$ cat src/rtl/aoas_pkg.sv
/*
  Constants shared by the analog output alarm and status block.
  Assumes a single 40 MHz clock domain.
*/
package aoas_pkg;

  // --------------------------------------------------------------------
  // Word addressing
  // --------------------------------------------------------------------
  localparam int unsigned BASE_WORD      = 2000;
  localparam int unsigned WORDS_PER_UNIT = 10;
  localparam logic [3:0]  STATUS_OFFSET  = 4'h9;
  localparam logic [6:0]  UNIT_NUM_MAX   = 7'h5f;

  // --------------------------------------------------------------------
  // Status word field positions
  // --------------------------------------------------------------------
  localparam int unsigned SET_ERR_LSB    = 0;
  localparam int unsigned SET_ERR_WIDTH  = 8;
  localparam int unsigned BIT_HOLD_ERR   = 10;
  localparam int unsigned BIT_OUTNUM_ERR = 13;
  localparam int unsigned BIT_NVM_ERR    = 14;
  localparam int unsigned BIT_ADJ_MODE   = 15;
  localparam logic [15:0] STATUS_RESET   = 16'h0000;

  // --------------------------------------------------------------------
  // Codes
  // --------------------------------------------------------------------
  localparam logic [15:0] HOLD_CODE_MAX  = 16'h0002;
  localparam logic [7:0]  ADJ_OUT_MIN    = 8'h11;
  localparam logic [7:0]  ADJ_OUT_MAX    = 8'h14;

  // --------------------------------------------------------------------
  // Timing
  // --------------------------------------------------------------------
  localparam int unsigned CLK_HZ         = 40_000_000;
  localparam int unsigned FLASH_MS       = 250;
  localparam int unsigned FLASH_CYCLES   = CLK_HZ / 1000 * FLASH_MS;

  // What each analog output shows
  typedef enum logic [1:0] {
    AOAS_OUT_LIVE,
    AOAS_OUT_ZERO,
    AOAS_OUT_HOLD_FN,
    AOAS_OUT_KEEP
  } aoas_out_sel_t;

endpackage

$ cat src/rtl/aoas_out_store.sv
/*
  Storage for the analog output values with a registered read port.
  Assumes values are written one channel per cycle by the status block.
*/
`timescale 1ns/1ps
module aoas_out_store #(
  parameter int unsigned NUM_OUT = 8,
  parameter int unsigned WIDTH   = 16
) (
  input  wire logic                       clk_i,
  input  wire logic                       we_i,
  input  wire logic [$clog2(NUM_OUT)-1:0] waddr_i,
  input  wire logic [WIDTH-1:0]           wdata_i,
  input  wire logic [$clog2(NUM_OUT)-1:0] raddr_i,
  output logic      [WIDTH-1:0]           rdata_o
);

  logic [WIDTH-1:0] mem [NUM_OUT];

  always_ff @(posedge clk_i) begin
    if (we_i) begin
      mem[waddr_i] <= wdata_i;
    end
    rdata_o <= mem[raddr_i];
  end

endmodule // aoas_out_store

$ cat src/rtl/aoas_status.sv
/*
  Alarm, indicator and output-fault logic of an analog output unit.
  Assumes all inputs are synchronous to clk_i and that the host reads
  the status word through I/O refresh on status_word_o.
*/
// Summary of operation
// - Green operating lamp lit in normal operation, dark once exchange stops.
// - Unit error lamp lit on any alarm or bad initial setting.
// - Adjust lamp flashes in adjustment mode, dark otherwise.
// - Host error lamp lit on an error in host data exchange.
// - Alarm flags sit in bits 00 to 15 of status word at offset 9.
// - Base word address equals 2000 plus ten times unit number.
// - Out-of-range set value flags its bit; output takes hold value.
// - Four-output variant uses bits 00 to 03; bits 04 to 07 zero.
// - Normal operation alarms clear by themselves when cause goes away.
// - Memory write failure in adjustment sets bit 14, keeps outputs.
// - Bit 15 set whenever in adjustment mode, zero in normal mode.
// - Bad adjust output number sets bit 13, output forced to zero.
// - Host monitor or run in adjustment: only bit 15, outputs zero.
// - Bad stop hold code sets bit 10, unit lamp lit, run dark.
// - Initial setting flags clear only on restart after correction.
// - Bus watchdog fault: host and run lamps lit, outputs hold value.
// - Host response timeout keeps outputs at their previous values.
// - Bad or duplicate unit number: host lamp, run dark, outputs zero.
// - I/O table mismatch is a host setting error, host lamp lit.
// - During restart every output is driven to zero.
`timescale 1ns/1ps
module aoas_status #(
  parameter int unsigned NUM_OUT      = 8,
  parameter int unsigned WIDTH        = 16,
  parameter int unsigned FLASH_CYCLES = aoas_pkg::FLASH_CYCLES
) (
  input  wire logic                       clk_i,
  input  wire logic                       reset_i,
  input  wire logic [6:0]                 unit_number_i,
  input  wire logic                       unit_dup_i,
  input  wire logic                       table_mismatch_i,
  input  wire logic                       restart_i,
  input  wire logic                       exchange_ok_i,
  input  wire logic                       bus_error_i,
  input  wire logic                       host_watchdog_fault_i,
  input  wire logic                       host_timeout_i,
  input  wire logic                       host_run_i,
  input  wire logic                       four_out_i,
  input  wire logic                       adjust_mode_i,
  input  wire logic [7:0]                 adjust_out_num_i,
  input  wire logic [NUM_OUT-1:0]         out_enabled_i,
  input  wire logic                       nvm_fail_i,
  input  wire logic                       adjust_commit_i,
  input  wire logic [15:0]                hold_setting_i,
  input  wire logic [NUM_OUT-1:0]         set_range_err_i,
  input  wire logic [NUM_OUT*WIDTH-1:0]   set_value_i,
  input  wire logic [NUM_OUT*WIDTH-1:0]   hold_value_i,
  output logic                            run_indicator_o,
  output logic                            unit_error_indicator_o,
  output logic                            adjust_indicator_o,
  output logic                            host_error_indicator_o,
  output logic [15:0]                     status_word_o,
  output logic [15:0]                     base_word_o,
  output logic [NUM_OUT*WIDTH-1:0]        analog_out_o,
  output logic [WIDTH-1:0]                out_readback_o
);

  localparam int unsigned AW = $clog2(NUM_OUT);
  localparam int unsigned FW = $clog2(FLASH_CYCLES + 1);

  // --------------------------------------------------------------------
  // Decode helpers
  // --------------------------------------------------------------------
  function automatic logic adj_num_bad(input logic [7:0] num,
                                       input logic [NUM_OUT-1:0] en);
    logic [7:0] idx;
    idx = num - aoas_pkg::ADJ_OUT_MIN;
    if (num < aoas_pkg::ADJ_OUT_MIN || num > aoas_pkg::ADJ_OUT_MAX) begin
      adj_num_bad = 1'b1;
    end else begin
      adj_num_bad = (idx >= 8'(NUM_OUT)) ? 1'b1 : !en[idx[AW-1:0]];
    end
  endfunction

  function automatic logic [15:0] base_word(input logic [6:0] unit);
    base_word = 16'(aoas_pkg::BASE_WORD) +
                16'(unit) * 16'(aoas_pkg::WORDS_PER_UNIT);
  endfunction

  // Source of one channel, highest priority first
  function automatic aoas_pkg::aoas_out_sel_t out_source(
    input logic zero_now,
    input logic plc_err,
    input logic nvm_keep,
    input logic num_err,
    input logic timeout,
    input logic bus_fault,
    input logic set_bad
  );
    if (zero_now) begin
      out_source = aoas_pkg::AOAS_OUT_ZERO;
    end else if (plc_err) begin
      out_source = aoas_pkg::AOAS_OUT_ZERO;
    end else if (nvm_keep) begin
      out_source = aoas_pkg::AOAS_OUT_KEEP;
    end else if (num_err) begin
      out_source = aoas_pkg::AOAS_OUT_ZERO;
    end else if (timeout) begin
      out_source = aoas_pkg::AOAS_OUT_KEEP;
    end else if (bus_fault) begin
      out_source = aoas_pkg::AOAS_OUT_HOLD_FN;
    end else if (set_bad) begin
      out_source = aoas_pkg::AOAS_OUT_HOLD_FN;
    end else begin
      out_source = aoas_pkg::AOAS_OUT_LIVE;
    end
  endfunction

  // Value of one channel for a given source
  function automatic logic [WIDTH-1:0] chan_pick(
    input aoas_pkg::aoas_out_sel_t src,
    input logic [WIDTH-1:0]        live,
    input logic [WIDTH-1:0]        hold,
    input logic [WIDTH-1:0]        keep
  );
    unique case (src)
      aoas_pkg::AOAS_OUT_LIVE:    chan_pick = live;
      aoas_pkg::AOAS_OUT_ZERO:    chan_pick = '0;
      aoas_pkg::AOAS_OUT_HOLD_FN: chan_pick = hold;
      aoas_pkg::AOAS_OUT_KEEP:    chan_pick = keep;
    endcase
  endfunction

  // --------------------------------------------------------------------
  // State
  // --------------------------------------------------------------------
  typedef struct packed {
    logic                     run;
    logic                     unit_err;
    logic                     adj_led;
    logic                     host_err;
    logic [15:0]              status;
    logic [15:0]              base;
    logic [NUM_OUT*WIDTH-1:0] aout;
    logic                     hold_err;
    logic                     nvm_err;
    logic                     commit_prev;
    logic                     restart_prev;
    logic                     restarting;
    logic [FW-1:0]            flash_cnt;
    logic [AW-1:0]            rb_addr;
    logic [WIDTH-1:0]         rb_data;
  } aoas_state_t;

  aoas_state_t st;
  aoas_state_t next_st;

  logic [WIDTH-1:0] store_rdata;

  // --------------------------------------------------------------------
  // Channel mirror for read-back
  // --------------------------------------------------------------------
  // Every channel is rewritten once per pass of the walk pointer.
  aoas_out_store #(
    .NUM_OUT (NUM_OUT),
    .WIDTH   (WIDTH)
  ) u_store (
    .clk_i   (clk_i),
    .we_i    (1'b1),
    .waddr_i (st.rb_addr),
    .wdata_i (st.aout[st.rb_addr*WIDTH +: WIDTH]),
    .raddr_i (st.rb_addr),
    .rdata_o (store_rdata)
  );

  // --------------------------------------------------------------------
  // Next state
  // --------------------------------------------------------------------
  logic                unit_num_bad;
  logic                host_set_err;
  logic                adj_plc_err;
  logic                adj_out_err;
  logic                hold_bad;
  logic [NUM_OUT-1:0]  set_err;
  logic [7:0]          set_err_byte;
  logic                restart_done;
  aoas_pkg::aoas_out_sel_t sel [NUM_OUT];

  always_comb begin
    next_st = st;

    // ------------------------------------------------------------------
    // Fault decode
    // ------------------------------------------------------------------

    unit_num_bad = unit_dup_i || (unit_number_i > aoas_pkg::UNIT_NUM_MAX);
    host_set_err = unit_num_bad || table_mismatch_i;
    adj_plc_err  = adjust_mode_i && host_run_i;
    adj_out_err  = adjust_mode_i && !adj_plc_err &&
                   adj_num_bad(adjust_out_num_i, out_enabled_i);
    hold_bad     = st.hold_err;
    restart_done = st.restart_prev && !restart_i;

    // ------------------------------------------------------------------
    // Base word
    // ------------------------------------------------------------------
    next_st.base = base_word(unit_number_i);

    // ------------------------------------------------------------------
    // Initial-setting flag, cleared only by a restart pulse
    // ------------------------------------------------------------------
    next_st.restart_prev = restart_i;
    next_st.restarting   = restart_i;
    if (restart_done) begin
      next_st.hold_err = hold_setting_i > aoas_pkg::HOLD_CODE_MAX;
    end else if (hold_setting_i > aoas_pkg::HOLD_CODE_MAX) begin
      next_st.hold_err = 1'b1;
    end

    // ------------------------------------------------------------------
    // Memory write error, cleared by commit off-on-off
    // ------------------------------------------------------------------
    next_st.commit_prev = adjust_commit_i;
    if (nvm_fail_i && adjust_mode_i) begin
      next_st.nvm_err = 1'b1;
    end else if (st.commit_prev && !adjust_commit_i) begin
      next_st.nvm_err = 1'b0;
    end else if (!adjust_mode_i) begin
      next_st.nvm_err = 1'b0;
    end

    // ------------------------------------------------------------------
    // Set value errors, tracking their cause directly
    // ------------------------------------------------------------------
    set_err = set_range_err_i;
    if (four_out_i) begin
      for (int i = 4; i < NUM_OUT; i++) begin
        set_err[i] = 1'b0;
      end
    end
    set_err_byte = '0;
    for (int i = 0; i < NUM_OUT && i < aoas_pkg::SET_ERR_WIDTH; i++) begin
      set_err_byte[i] = set_err[i];
    end

    // ------------------------------------------------------------------
    // Status word, written by nothing but this logic
    // ------------------------------------------------------------------
    next_st.status = aoas_pkg::STATUS_RESET;
    if (adj_plc_err) begin
      next_st.status[aoas_pkg::BIT_ADJ_MODE] = 1'b1;
    end else begin
      next_st.status[aoas_pkg::SET_ERR_LSB +: aoas_pkg::SET_ERR_WIDTH] =
        adjust_mode_i ? 8'h00 : set_err_byte;
      next_st.status[aoas_pkg::BIT_HOLD_ERR]   = st.hold_err;
      next_st.status[aoas_pkg::BIT_OUTNUM_ERR] = adj_out_err;
      next_st.status[aoas_pkg::BIT_NVM_ERR]    = st.nvm_err;
      next_st.status[aoas_pkg::BIT_ADJ_MODE]   = adjust_mode_i;
    end

    // ------------------------------------------------------------------
    // Indicators
    // ------------------------------------------------------------------
    next_st.host_err = bus_error_i || host_watchdog_fault_i ||
                       host_set_err;
    next_st.unit_err = hold_bad || st.nvm_err || adj_out_err ||
                       adj_plc_err ||
                       (!adjust_mode_i && |set_err_byte);
    next_st.run = exchange_ok_i && !hold_bad && !unit_num_bad &&
                  !st.restarting;

    // ------------------------------------------------------------------
    // Adjust lamp flash
    // ------------------------------------------------------------------
    if (adjust_mode_i) begin
      if (st.flash_cnt >= FW'(FLASH_CYCLES - 1)) begin
        next_st.flash_cnt = '0;
        next_st.adj_led   = !st.adj_led;
      end else begin
        next_st.flash_cnt = st.flash_cnt + FW'(1);
      end
    end else begin
      next_st.flash_cnt = '0;
      next_st.adj_led   = 1'b0;
    end

    // ------------------------------------------------------------------
    // Output selection
    // ------------------------------------------------------------------
    for (int i = 0; i < NUM_OUT; i++) begin
      sel[i] = out_source(st.restarting || restart_i || unit_num_bad,
                          adj_plc_err,
                          adjust_mode_i && st.nvm_err,
                          adj_out_err,
                          host_timeout_i,
                          bus_error_i || host_watchdog_fault_i,
                          !adjust_mode_i && set_err[i]);
      next_st.aout[i*WIDTH +: WIDTH] =
        chan_pick(sel[i],
                  set_value_i[i*WIDTH +: WIDTH],
                  hold_value_i[i*WIDTH +: WIDTH],
                  st.aout[i*WIDTH +: WIDTH]);
    end

    // ------------------------------------------------------------------
    // Read-back walk over the channels
    // ------------------------------------------------------------------
    if (st.rb_addr == AW'(NUM_OUT - 1)) begin
      next_st.rb_addr = '0;
    end else begin
      next_st.rb_addr = st.rb_addr + AW'(1);
    end
    next_st.rb_data = store_rdata;
  end

  // --------------------------------------------------------------------
  // Registers
  // --------------------------------------------------------------------
  always_ff @(posedge clk_i) begin
    if (reset_i) begin
      st <= '0;
    end else begin
      st <= next_st;
    end
  end

  // --------------------------------------------------------------------
  // Outputs
  // --------------------------------------------------------------------
  assign run_indicator_o        = st.run;
  assign unit_error_indicator_o = st.unit_err;
  assign adjust_indicator_o     = st.adj_led;
  assign host_error_indicator_o = st.host_err;
  assign status_word_o          = st.status;
  assign base_word_o            = st.base;
  assign analog_out_o           = st.aout;
  assign out_readback_o         = st.rb_data;

endmodule // aoas_status

$ cat config.mk
export PLATFORM = sky130hd
export DESIGN_NAME = aoas_status
export DESIGN_NICKNAME = d
export VERILOG_FILES = /design/src/rtl/aoas_pkg.sv /design/src/rtl/aoas_out_store.sv /design/src/rtl/aoas_status.sv
export SDC_FILE = /design/constraint.sdc
export NUM_CORES = 1
export LEC_CHECK = 0
export ABC_CLOCK_PERIOD_IN_PS = 3450
export BUFFER_PORTS_ARGS = -buffer_cell sky130_fd_sc_hd__buf_4
export CAP_MARGIN = 20
export CORE_UTILIZATION = 46
export CTS_CLUSTER_DIAMETER = 120
export DETAILED_ROUTE_END_ITERATION = 8
export GPL_ROUTABILITY_DRIVEN = 0
export PLACE_DENSITY = 0.8
export SYNTH_ARGS = -nofsm -noshare
export SYNTH_HDL_FRONTEND = slang
export SYNTH_SLANG_ARGS = --single-unit
$ cat constraint.sdc
create_clock -name clk_i -period 3.45 [get_ports clk_i]
set_clock_uncertainty 0.1 [all_clocks]
set_input_delay 0.1725 -clock clk_i [delete_from_list [all_inputs] [get_ports clk_i]]
set_output_delay 0.1725 -clock clk_i [all_outputs]
set_load 0.01 [all_outputs]
==> results.py, run 1 <==
metrics = {
    "worst_setup_path": {
        "r2r_slack_ps": 340,
        "path_class": "in -> reg",
        "cp_slowest_cell": "dlygate4sd3_1",
        "worst-path-max-fanout": 8,
        "crit_family": "buffers and inverters",
        "cp-end-kind": "flip-flop",
        "worstPathRequired_ps": 3750,
        "crit_path_start_kind": "input port",
        "crit_arrival_ps": 3670,
        "crit_buf_inv": 4,
        "cp_slowest_stage_delay_ps": 580,
        "path_cells": "dlygate4sd3_1 > buf_4 > a21oi_2 > nand2_1 > nor2_2 > nand2_1 > buf_4 > o21ai_0 > ha_1 > and2_1 > a21oi_1 > dlygate4sd3_1 > nor2_1 > a21oi_1 > nor2_1",
    },
    "global_routing": {
        "grt_pass1_vias": 15900,
        "grt_pass1_wl_um": 94800,
        "grt_usage_pct": 33.1,
        "grt_max_degree": 103,
        "antenna_found_initial": 9,
        "grt_overflow": 0,
    },
    "logic_synthesis": {
        "synth-seq-cells": 346,
        "synth-main-ff-cell": "dfxtp_1",
        "synth-edff-count": 128,
        "yosys.area_share.simple_pct": 17.8,
        "synthCells": 1788,
        "syn_area_um2": 17000,
        "synth_cell_types": 66,
        "synth_compound_area_share_pct": 14.5,
        "postSynthAreaPerCell_um2": 9.48,
        "async_flop_share_pct": 0,
        "synthMuxAreaShare_pct": 4.75,
        "synth-adder-area-share_pct": 2.41,
        "synth.area.top_cells": "dfxtp_1 (26%), edfxtp_1 (23%), a21oi_1 (8.5%)",
        "yosys.area.top_type": "dfxtp_1",
        "yosysTopAreaCellShare_pct": 25.7,
        "synth_top_family_by_area": "simple AND/OR/NAND/NOR gates",
        "yosysSeqAreaShare_pct": 48.4,
        "synth-xor-area-share_pct": 1.29,
        "yosys_warnings": 0,
    },
    "sta": {
        "fin_ws_ps": 80.5,
        "layout_min_cycle_time_ps": 3370,
        "max_slew.worst_pin.slew_ps": 1000,
        "period_share_pct": 97.7,
        "whs_ps": 14.1,
        "setup_viol": 0,
        "finalMaxSlewViolations": 0,
        "hold_violations": 0,
        "slew_headroom_pct": 33.1,
        "rsz0062_at_grt": "no",
        "tns_ps": 0,
        "fmax_mhz": 297,
    },
    "power_and_ir_drop": {
        "peakVddDrop_mv": 0.320,
        "power_mw": 10.3,
        "clkPwrFrac_pct": 40.9,
        "p_int_mw": 7.76,
        "swShare_pct": 24.7,
        "p_comb_share_pct": 14.9,
        "cellLeakagePower_nw": 9.75,
        "p_switching_mw": 2.55,
        "pwr_density_cell_nw_per_um2": 444,
        "seqPwrFrac_pct": 44.1,
    },
    "finish": {
        "finish.utilization_pct": 64.7,
        "syn2layout_area_growth_pct": 37.1,
        "final_cells": 2788,
        "layout-drive-gt1-share_pct": 29.8,
        "final_area_um2": 23200,
        "layout.nets": 2640,
    },
    "route": {
        "viasPerCell": 5.67,
        "via_count": 15800,
        "drc": 0,
        "wl_per_cell_um": 23.0,
        "drt_first_pass_iters": 5,
        "routed_wl_um": 64100,
        "postRouteAntennaNets": 0,
        "first_iter_violations": 1559,
    },
    "die": {
        "pin_count": 497,
        "die_w_um": 194,
        "coreArea_um2": 35900,
        "fp.dieH_um": 194,
        "row_count": 69,
        "die_area_um2": 37600,
        "initial_core_util_pct": 47.2,
    },
    "clocking": {
        "post_cts_buffers": 0,
        "clkSinkCount": 346,
        "cts_tree": "done",
        "root_buffer": "clkbuf_16",
        "clk_latency_ps": 540,
        "path_clk_slew_ps": 60,
        "numCtsBuffers": 37,
        "htreeDepth": 2,
        "clockBufferDepth": 3,
    },
    "place": {
        "port_buffers": 483,
        "dp_slack_ps": 221,
        "placed_cell_area_um2": 20000,
        "dp.cells": 2521,
        "hpwl_um": 45500,
    },
    "outcome": {
        "outcome": "finished, final reports clean",
    },
    "min_path": {
        "worst_hold_path_type": "in -> reg",
    },
    "job": {
        "drv_cap": 0,
    },
}
[Yosys cell counts (3+ instances only)]
cell / number
dfxtp_1: 218
xor2_1: 11
a221o_1: 15
nand3_1: 40
o21ai_0: 35
buf_2: 23
a22o_1: 4
nand2_1: 29
inv_1: 18
mux2i_1: 22
a221oi_1: 19
mux2_2: 30
buf_4: 177
a22oi_1: 25
mux4_2: 11
nor3_1: 10
buf_1: 3
nor3_2: 21
clkbuf_1: 79
and3_1: 5
a31oi_1: 5
a21oi_1: 287
ha_1: 31
edfxtp_1: 128
and2_1: 23
nand4_1: 6
nor2b_1: 129
nor2_1: 282
a211oi_1: 3
nand2b_1: 31
or3_1: 3
nor3b_1: 3
xnor2_1: 14
nor4_1: 5
[flip-flops by register name, summed over array words and instances, names as in the netlist]
signal,count
st,30
run_indicator_o,1
host_error_indicator_o,1
out_readback_o,16
u_store.rdata_o,16
analog_out_o,128
base_word_o,11
adjust_indicator_o,1
status_word_o,12
unit_error_indicator_o,1
hold_bad,1
u_store.mem,128
[repair_timing]
item | 4_1_cts | 5_1_grt
hold buffers | 192 | 0
resized for setup | 0 | 6
hold endpoints to repair | 152 | 0
endpoints found under the setup margin | 0 | 58
[worst reg2reg max path, cell delays in order (launching register included)]
cell and delay, ps:
dfxtp_1 300, inv_1 60, nand2_1 80, nor2_2 220
nand2_1 160, buf_4 190, o21ai_0 270, ha_1 300
and2_1 300, a21oi_1 210, dlygate4sd3_1 580, nor2_1 50
a21oi_1 110, nor2_1 50
[cells by family (layout without fill, tap and decap cells)]
family	after synthesis	after routing
AND/OR/NAND/NOR	598	598
AO/OA/AOI/OAI	421	421
flip-flops	346	346
buffers and inverters	302	826
multiplexers	63	63
adder cells (fa/ha/maj)	32	32
XOR/XNOR	25	25
other	1	16
[placed cells by master (no fill, tap or decap), types with 4 or more instances in the layout]
master         Yosys  layout
buf_4            177     541
a21oi_1          287     286
nor2_1           282     281
dfxtp_1          218     215
dlygate4sd3_1      0     192
nor2b_1          129     129
edfxtp_1         128     128
nand3_1           40      40
clkbuf_16          0      37
o21ai_0           35      34
nand2b_1          31      31
mux2_2            30      30
ha_1              31      30
nand2_1           29      29
a22oi_1           25      25
nor3_2            21      24
and2_1            23      22
mux2i_1           22      22
a221oi_1          19      19
inv_1             18      18
a221o_1           15      15
xnor2_1           14      14
mux4_2            11      11
xor2_1            11      11
conb_1             1       9
diode_2            0       7
nor3_1            10       7
clkbuf_1          79       7
bufinv_16          0       7
nand4_1            6       6
clkinv_2           0       6
buf_12             0       6
nor4_1             5       5
and3_1             5       5
a31oi_1            5       5
a22o_1             4       4
clkinv_1           0       4
[path summary, 6_finish.rpt]
kind              cells after the start                 to          startpoint
setup / recovery                     15  analog_out_o[120]    unit_number_i[6]
hold / removal                        6  analog_out_o[113]    set_value_i[113]
setup reg to reg                     13  analog_out_o[120]              st[43]
hold reg to reg                       1  out_readback_o[7]  u_store.rdata_o[7]
[cell type report]
| type | instances | area (µm²) |
|---|---|---|
| sequential | 346 | 8210 |
| tap | 461 | 577 |
| inverter | 18 | 67.6 |
| antenna | 7 | 17.5 |
| multi-input combinational | 1148 | 6970 |
| clock inverter | 23 | 319 |
| timing repair buffer | 740 | 6110 |
| fill | 2659 | 12700 |
| clock buffer | 45 | 966 |
[layer usage]
metal  wire (µm)  GRT usage (%)  vias up
li1            -              -     7074
met1       24200           40.7     7450
met2       29800           54.5     1052
met3        6580           7.90      219
met4        3430           16.6        6
met5          46              0        -
[power by group through the flow]
| stage | clock [mW] | combinational [mW] | sequential [mW] |
|---|---|---|---|
| 3_5_place_dp | 0 | 1.31 | 4.64 |
| 2_1_floorplan | 0 | 0.766 | 4.58 |
| 3_3_place_gp | 0 | 1.28 | 4.63 |
| 6_report | 4.22 | 1.54 | 4.55 |
| 4_1_cts | 4.29 | 1.49 | 4.55 |
| 5_1_grt | 4.45 | 1.63 | 4.57 |
Note: power is estimated with default switching activity, not from simulation.
==> run 2, diff against run 1 <==
--- a/config.mk
+++ b/config.mk
@@ -12,6 +12,7 @@
 export CTS_CLUSTER_DIAMETER = 120
 export DETAILED_ROUTE_END_ITERATION = 8
 export GPL_ROUTABILITY_DRIVEN = 0
+export MAX_ROUTING_LAYER = met4
 export PLACE_DENSITY = 0.8
 export SYNTH_ARGS = -nofsm -noshare
 export SYNTH_HDL_FRONTEND = slang
==> run 2 against run 1 <==
  * Routed wire length barely moved
  * Sequential share of layout area hardly changed
  * Cell count is essentially flat
  * Core utilization barely moved
  * Via count rose by 0.55%
  * Count of clock-buffer cells in the layout stayed put
  * Setup slack better by 14 ps
  * Largest power group unchanged
  * Largest cell class unchanged
==> results.py, run 2 (same netlist as run 1, synthesis figures left out) <==
metrics = {
    "finish": {
        "multi_input_area_um2": 6970,
        "syn2layout_area_growth_pct": 37.1,
        "final_cell_mix": "buf_4 (541), a21oi_1 (286), nor2_1 (281), dfxtp_1 (215), dlygate4sd3_1 (192)",
        "final_cells": 2789,
        "layout.nets": 2640,
        "finish.utilization_pct": 64.7,
        "final_area_um2": 23200,
        "seq_area_um2": 8210,
        "layout_commonest_cell": "buf_4",
        "layout-drive-gt1-share_pct": 29.8,
        "fillers": 2658,
    },
    "sta": {
        "finalMaxSlewViolations": 0,
        "whs_ps": 12.2,
        "setup_viol": 0,
        "hold_violations": 0,
        "period_share_pct": 97.3,
        "fin_ws_ps": 94.3,
        "max_slew.worst_pin.slew_ps": 990,
        "slew_headroom_pct": 33.7,
        "tns_ps": 0,
        "rsz0062_at_grt": "no",
        "fmax_mhz": 298,
        "layout_min_cycle_time_ps": 3360,
    },
    "global_routing": {
        "grt_pass1_vias": 15900,
        "use_met3_pct": 7.67,
        "antenna_found_initial": 7,
        "top_usage_layer": "met2",
        "grt_usage_pct": 34.1,
        "grt_use_met2_pct": 54.3,
        "grt_overflow": 0,
        "grt_max_degree": 103,
        "grt_pass1_wl_um": 94700,
        "grt_util_met1_pct": 40.7,
    },
    "place": {
        "hpwl_um": 45500,
        "dp_slack_ps": 221,
        "dp.cells": 2521,
        "port_buffers": 483,
        "placed_cell_area_um2": 20000,
    },
    "worst_setup_path": {
        "path_class": "in -> reg",
        "worst-path-max-fanout": 8,
        "r2r_slack_ps": 360,
        "cp_slowest_cell": "dlygate4sd3_1",
        "crit_path_start_kind": "input port",
        "crit_family": "buffers and inverters",
        "r2r-end": "analog_out_o[120]",
        "crit_arrival_ps": 3660,
        "worstReg2RegStart": "st[43]",
        "crit_buf_inv": 4,
        "worstPathRequired_ps": 3750,
        "cp-end-kind": "flip-flop",
        "reg2reg_depth": 13,
        "path_cells": "dlygate4sd3_1 > buf_4 > a21oi_2 > nand2_1 > nor2_2 > nand2_1 > buf_4 > o21ai_0 > ha_1 > and2_1 > a21oi_1 > dlygate4sd3_1 > nor2_1 > a21oi_1 > nor2_1",
        "cp_slowest_stage_delay_ps": 570,
    },
    "outcome": {
        "outcome": "finished, final reports clean",
    },
    "die": {
        "coreArea_um2": 35900,
        "die_area_um2": 37600,
        "fp.dieH_um": 194,
        "initial_core_util_pct": 47.2,
        "die_w_um": 194,
        "pin_count": 497,
        "row_count": 69,
    },
    "route": {
        "routed_wl_um": 64000,
        "viasPerCell": 5.70,
        "drt_first_pass_iters": 8,
        "postRouteAntennaNets": 0,
        "first_iter_violations": 1711,
        "wl_per_cell_um": 23.0,
        "via_count": 15900,
        "drc": 0,
    },
    "power_and_ir_drop": {
        "power_mw": 10.3,
        "cellLeakagePower_nw": 9.75,
        "peakVddDrop_mv": 0.320,
        "pwr_density_cell_nw_per_um2": 444,
    },
    "clocking": {
        "cts_tree": "done",
        "clkSinkCount": 346,
        "path_clk_slew_ps": 60,
        "root_buffer": "clkbuf_16",
        "clockBufferDepth": 3,
        "clk_latency_ps": 540,
        "htreeDepth": 2,
        "numCtsBuffers": 37,
        "post_cts_buffers": 0,
    },
    "job": {
        "drv_cap": 0,
    },
    "min_path": {
        "holdPathEnd": "analog_out_o[74]",
        "worstHoldStart": "set_value_i[74]",
        "min_path_cells": 6,
        "worst_hold_path_type": "in -> reg",
    },
}
==> run 2: changes by cell type in the layout (fill, tap and decap cells not counted) <==
cell / change
diode_2: +1
==> run 2: what timing repair did <==
item / CTS / global route
resized for setup: 0 / 6
endpoints found under the hold margin: 152 / 0
endpoints found under the setup margin: 0 / 64
hold buffers: 192 / 0
==> run 2: worst register-to-register path: stages, from the launching register on <==
cell and delay [ps]:
dfxtp_1 300, inv_1 60, nand2_1 80, nor2_2 210
nand2_1 160, buf_4 190, o21ai_0 270, ha_1 300
and2_1 310, a21oi_1 200, dlygate4sd3_1 570, nor2_1 50
a21oi_1 110, nor2_1 50
==> run 2: how the worst max path moves through the flow <==
stage | start | to | slack, ps | depth (start not counted)
after floorplan | st[16] | u_store.mem[0][2] | 450 | 6
after detailed placement | unit_number_i[6] | analog_out_o[65] | 220 | 13
after CTS | unit_number_i[6] | analog_out_o[111] | 50 | 14
after global placement | adjust_out_num_i[0] | analog_out_o[68] | 280 | 14
final | unit_number_i[6] | analog_out_o[120] | 90 | 15
after global routing | unit_number_i[6] | analog_out_o[111] | 30 | 14
==> run 2: layer usage <==
| metal | up-vias | wire, µm |
|---|---|---|
| li1 | 7074 | - |
| met1 | 7599 | 24600 |
| met2 | 1002 | 29900 |
| met3 | 213 | 6080 |
| met4 | 0 | 3410 |
| met5 | - | 0 |
==> run 2: final cells by class <==
class | count | area share, %
Antenna cell | 8 | 0.0861
Clock buffer | 45 | 4.16
Clock inverter | 23 | 1.37
Inverter | 18 | 0.291
Multi-Input combinational cell | 1148 | 30.0
Sequential cell | 346 | 35.3
Tap cell | 461 | 2.48
Timing Repair Buffer | 740 | 26.3
==> run 2: power by group <==
part           switching [mW]  internal, mW  leakage [nW]
sequential              0.112          4.44          3.06
combinational           0.756         0.781          6.06
clock                    1.69          2.54         0.627
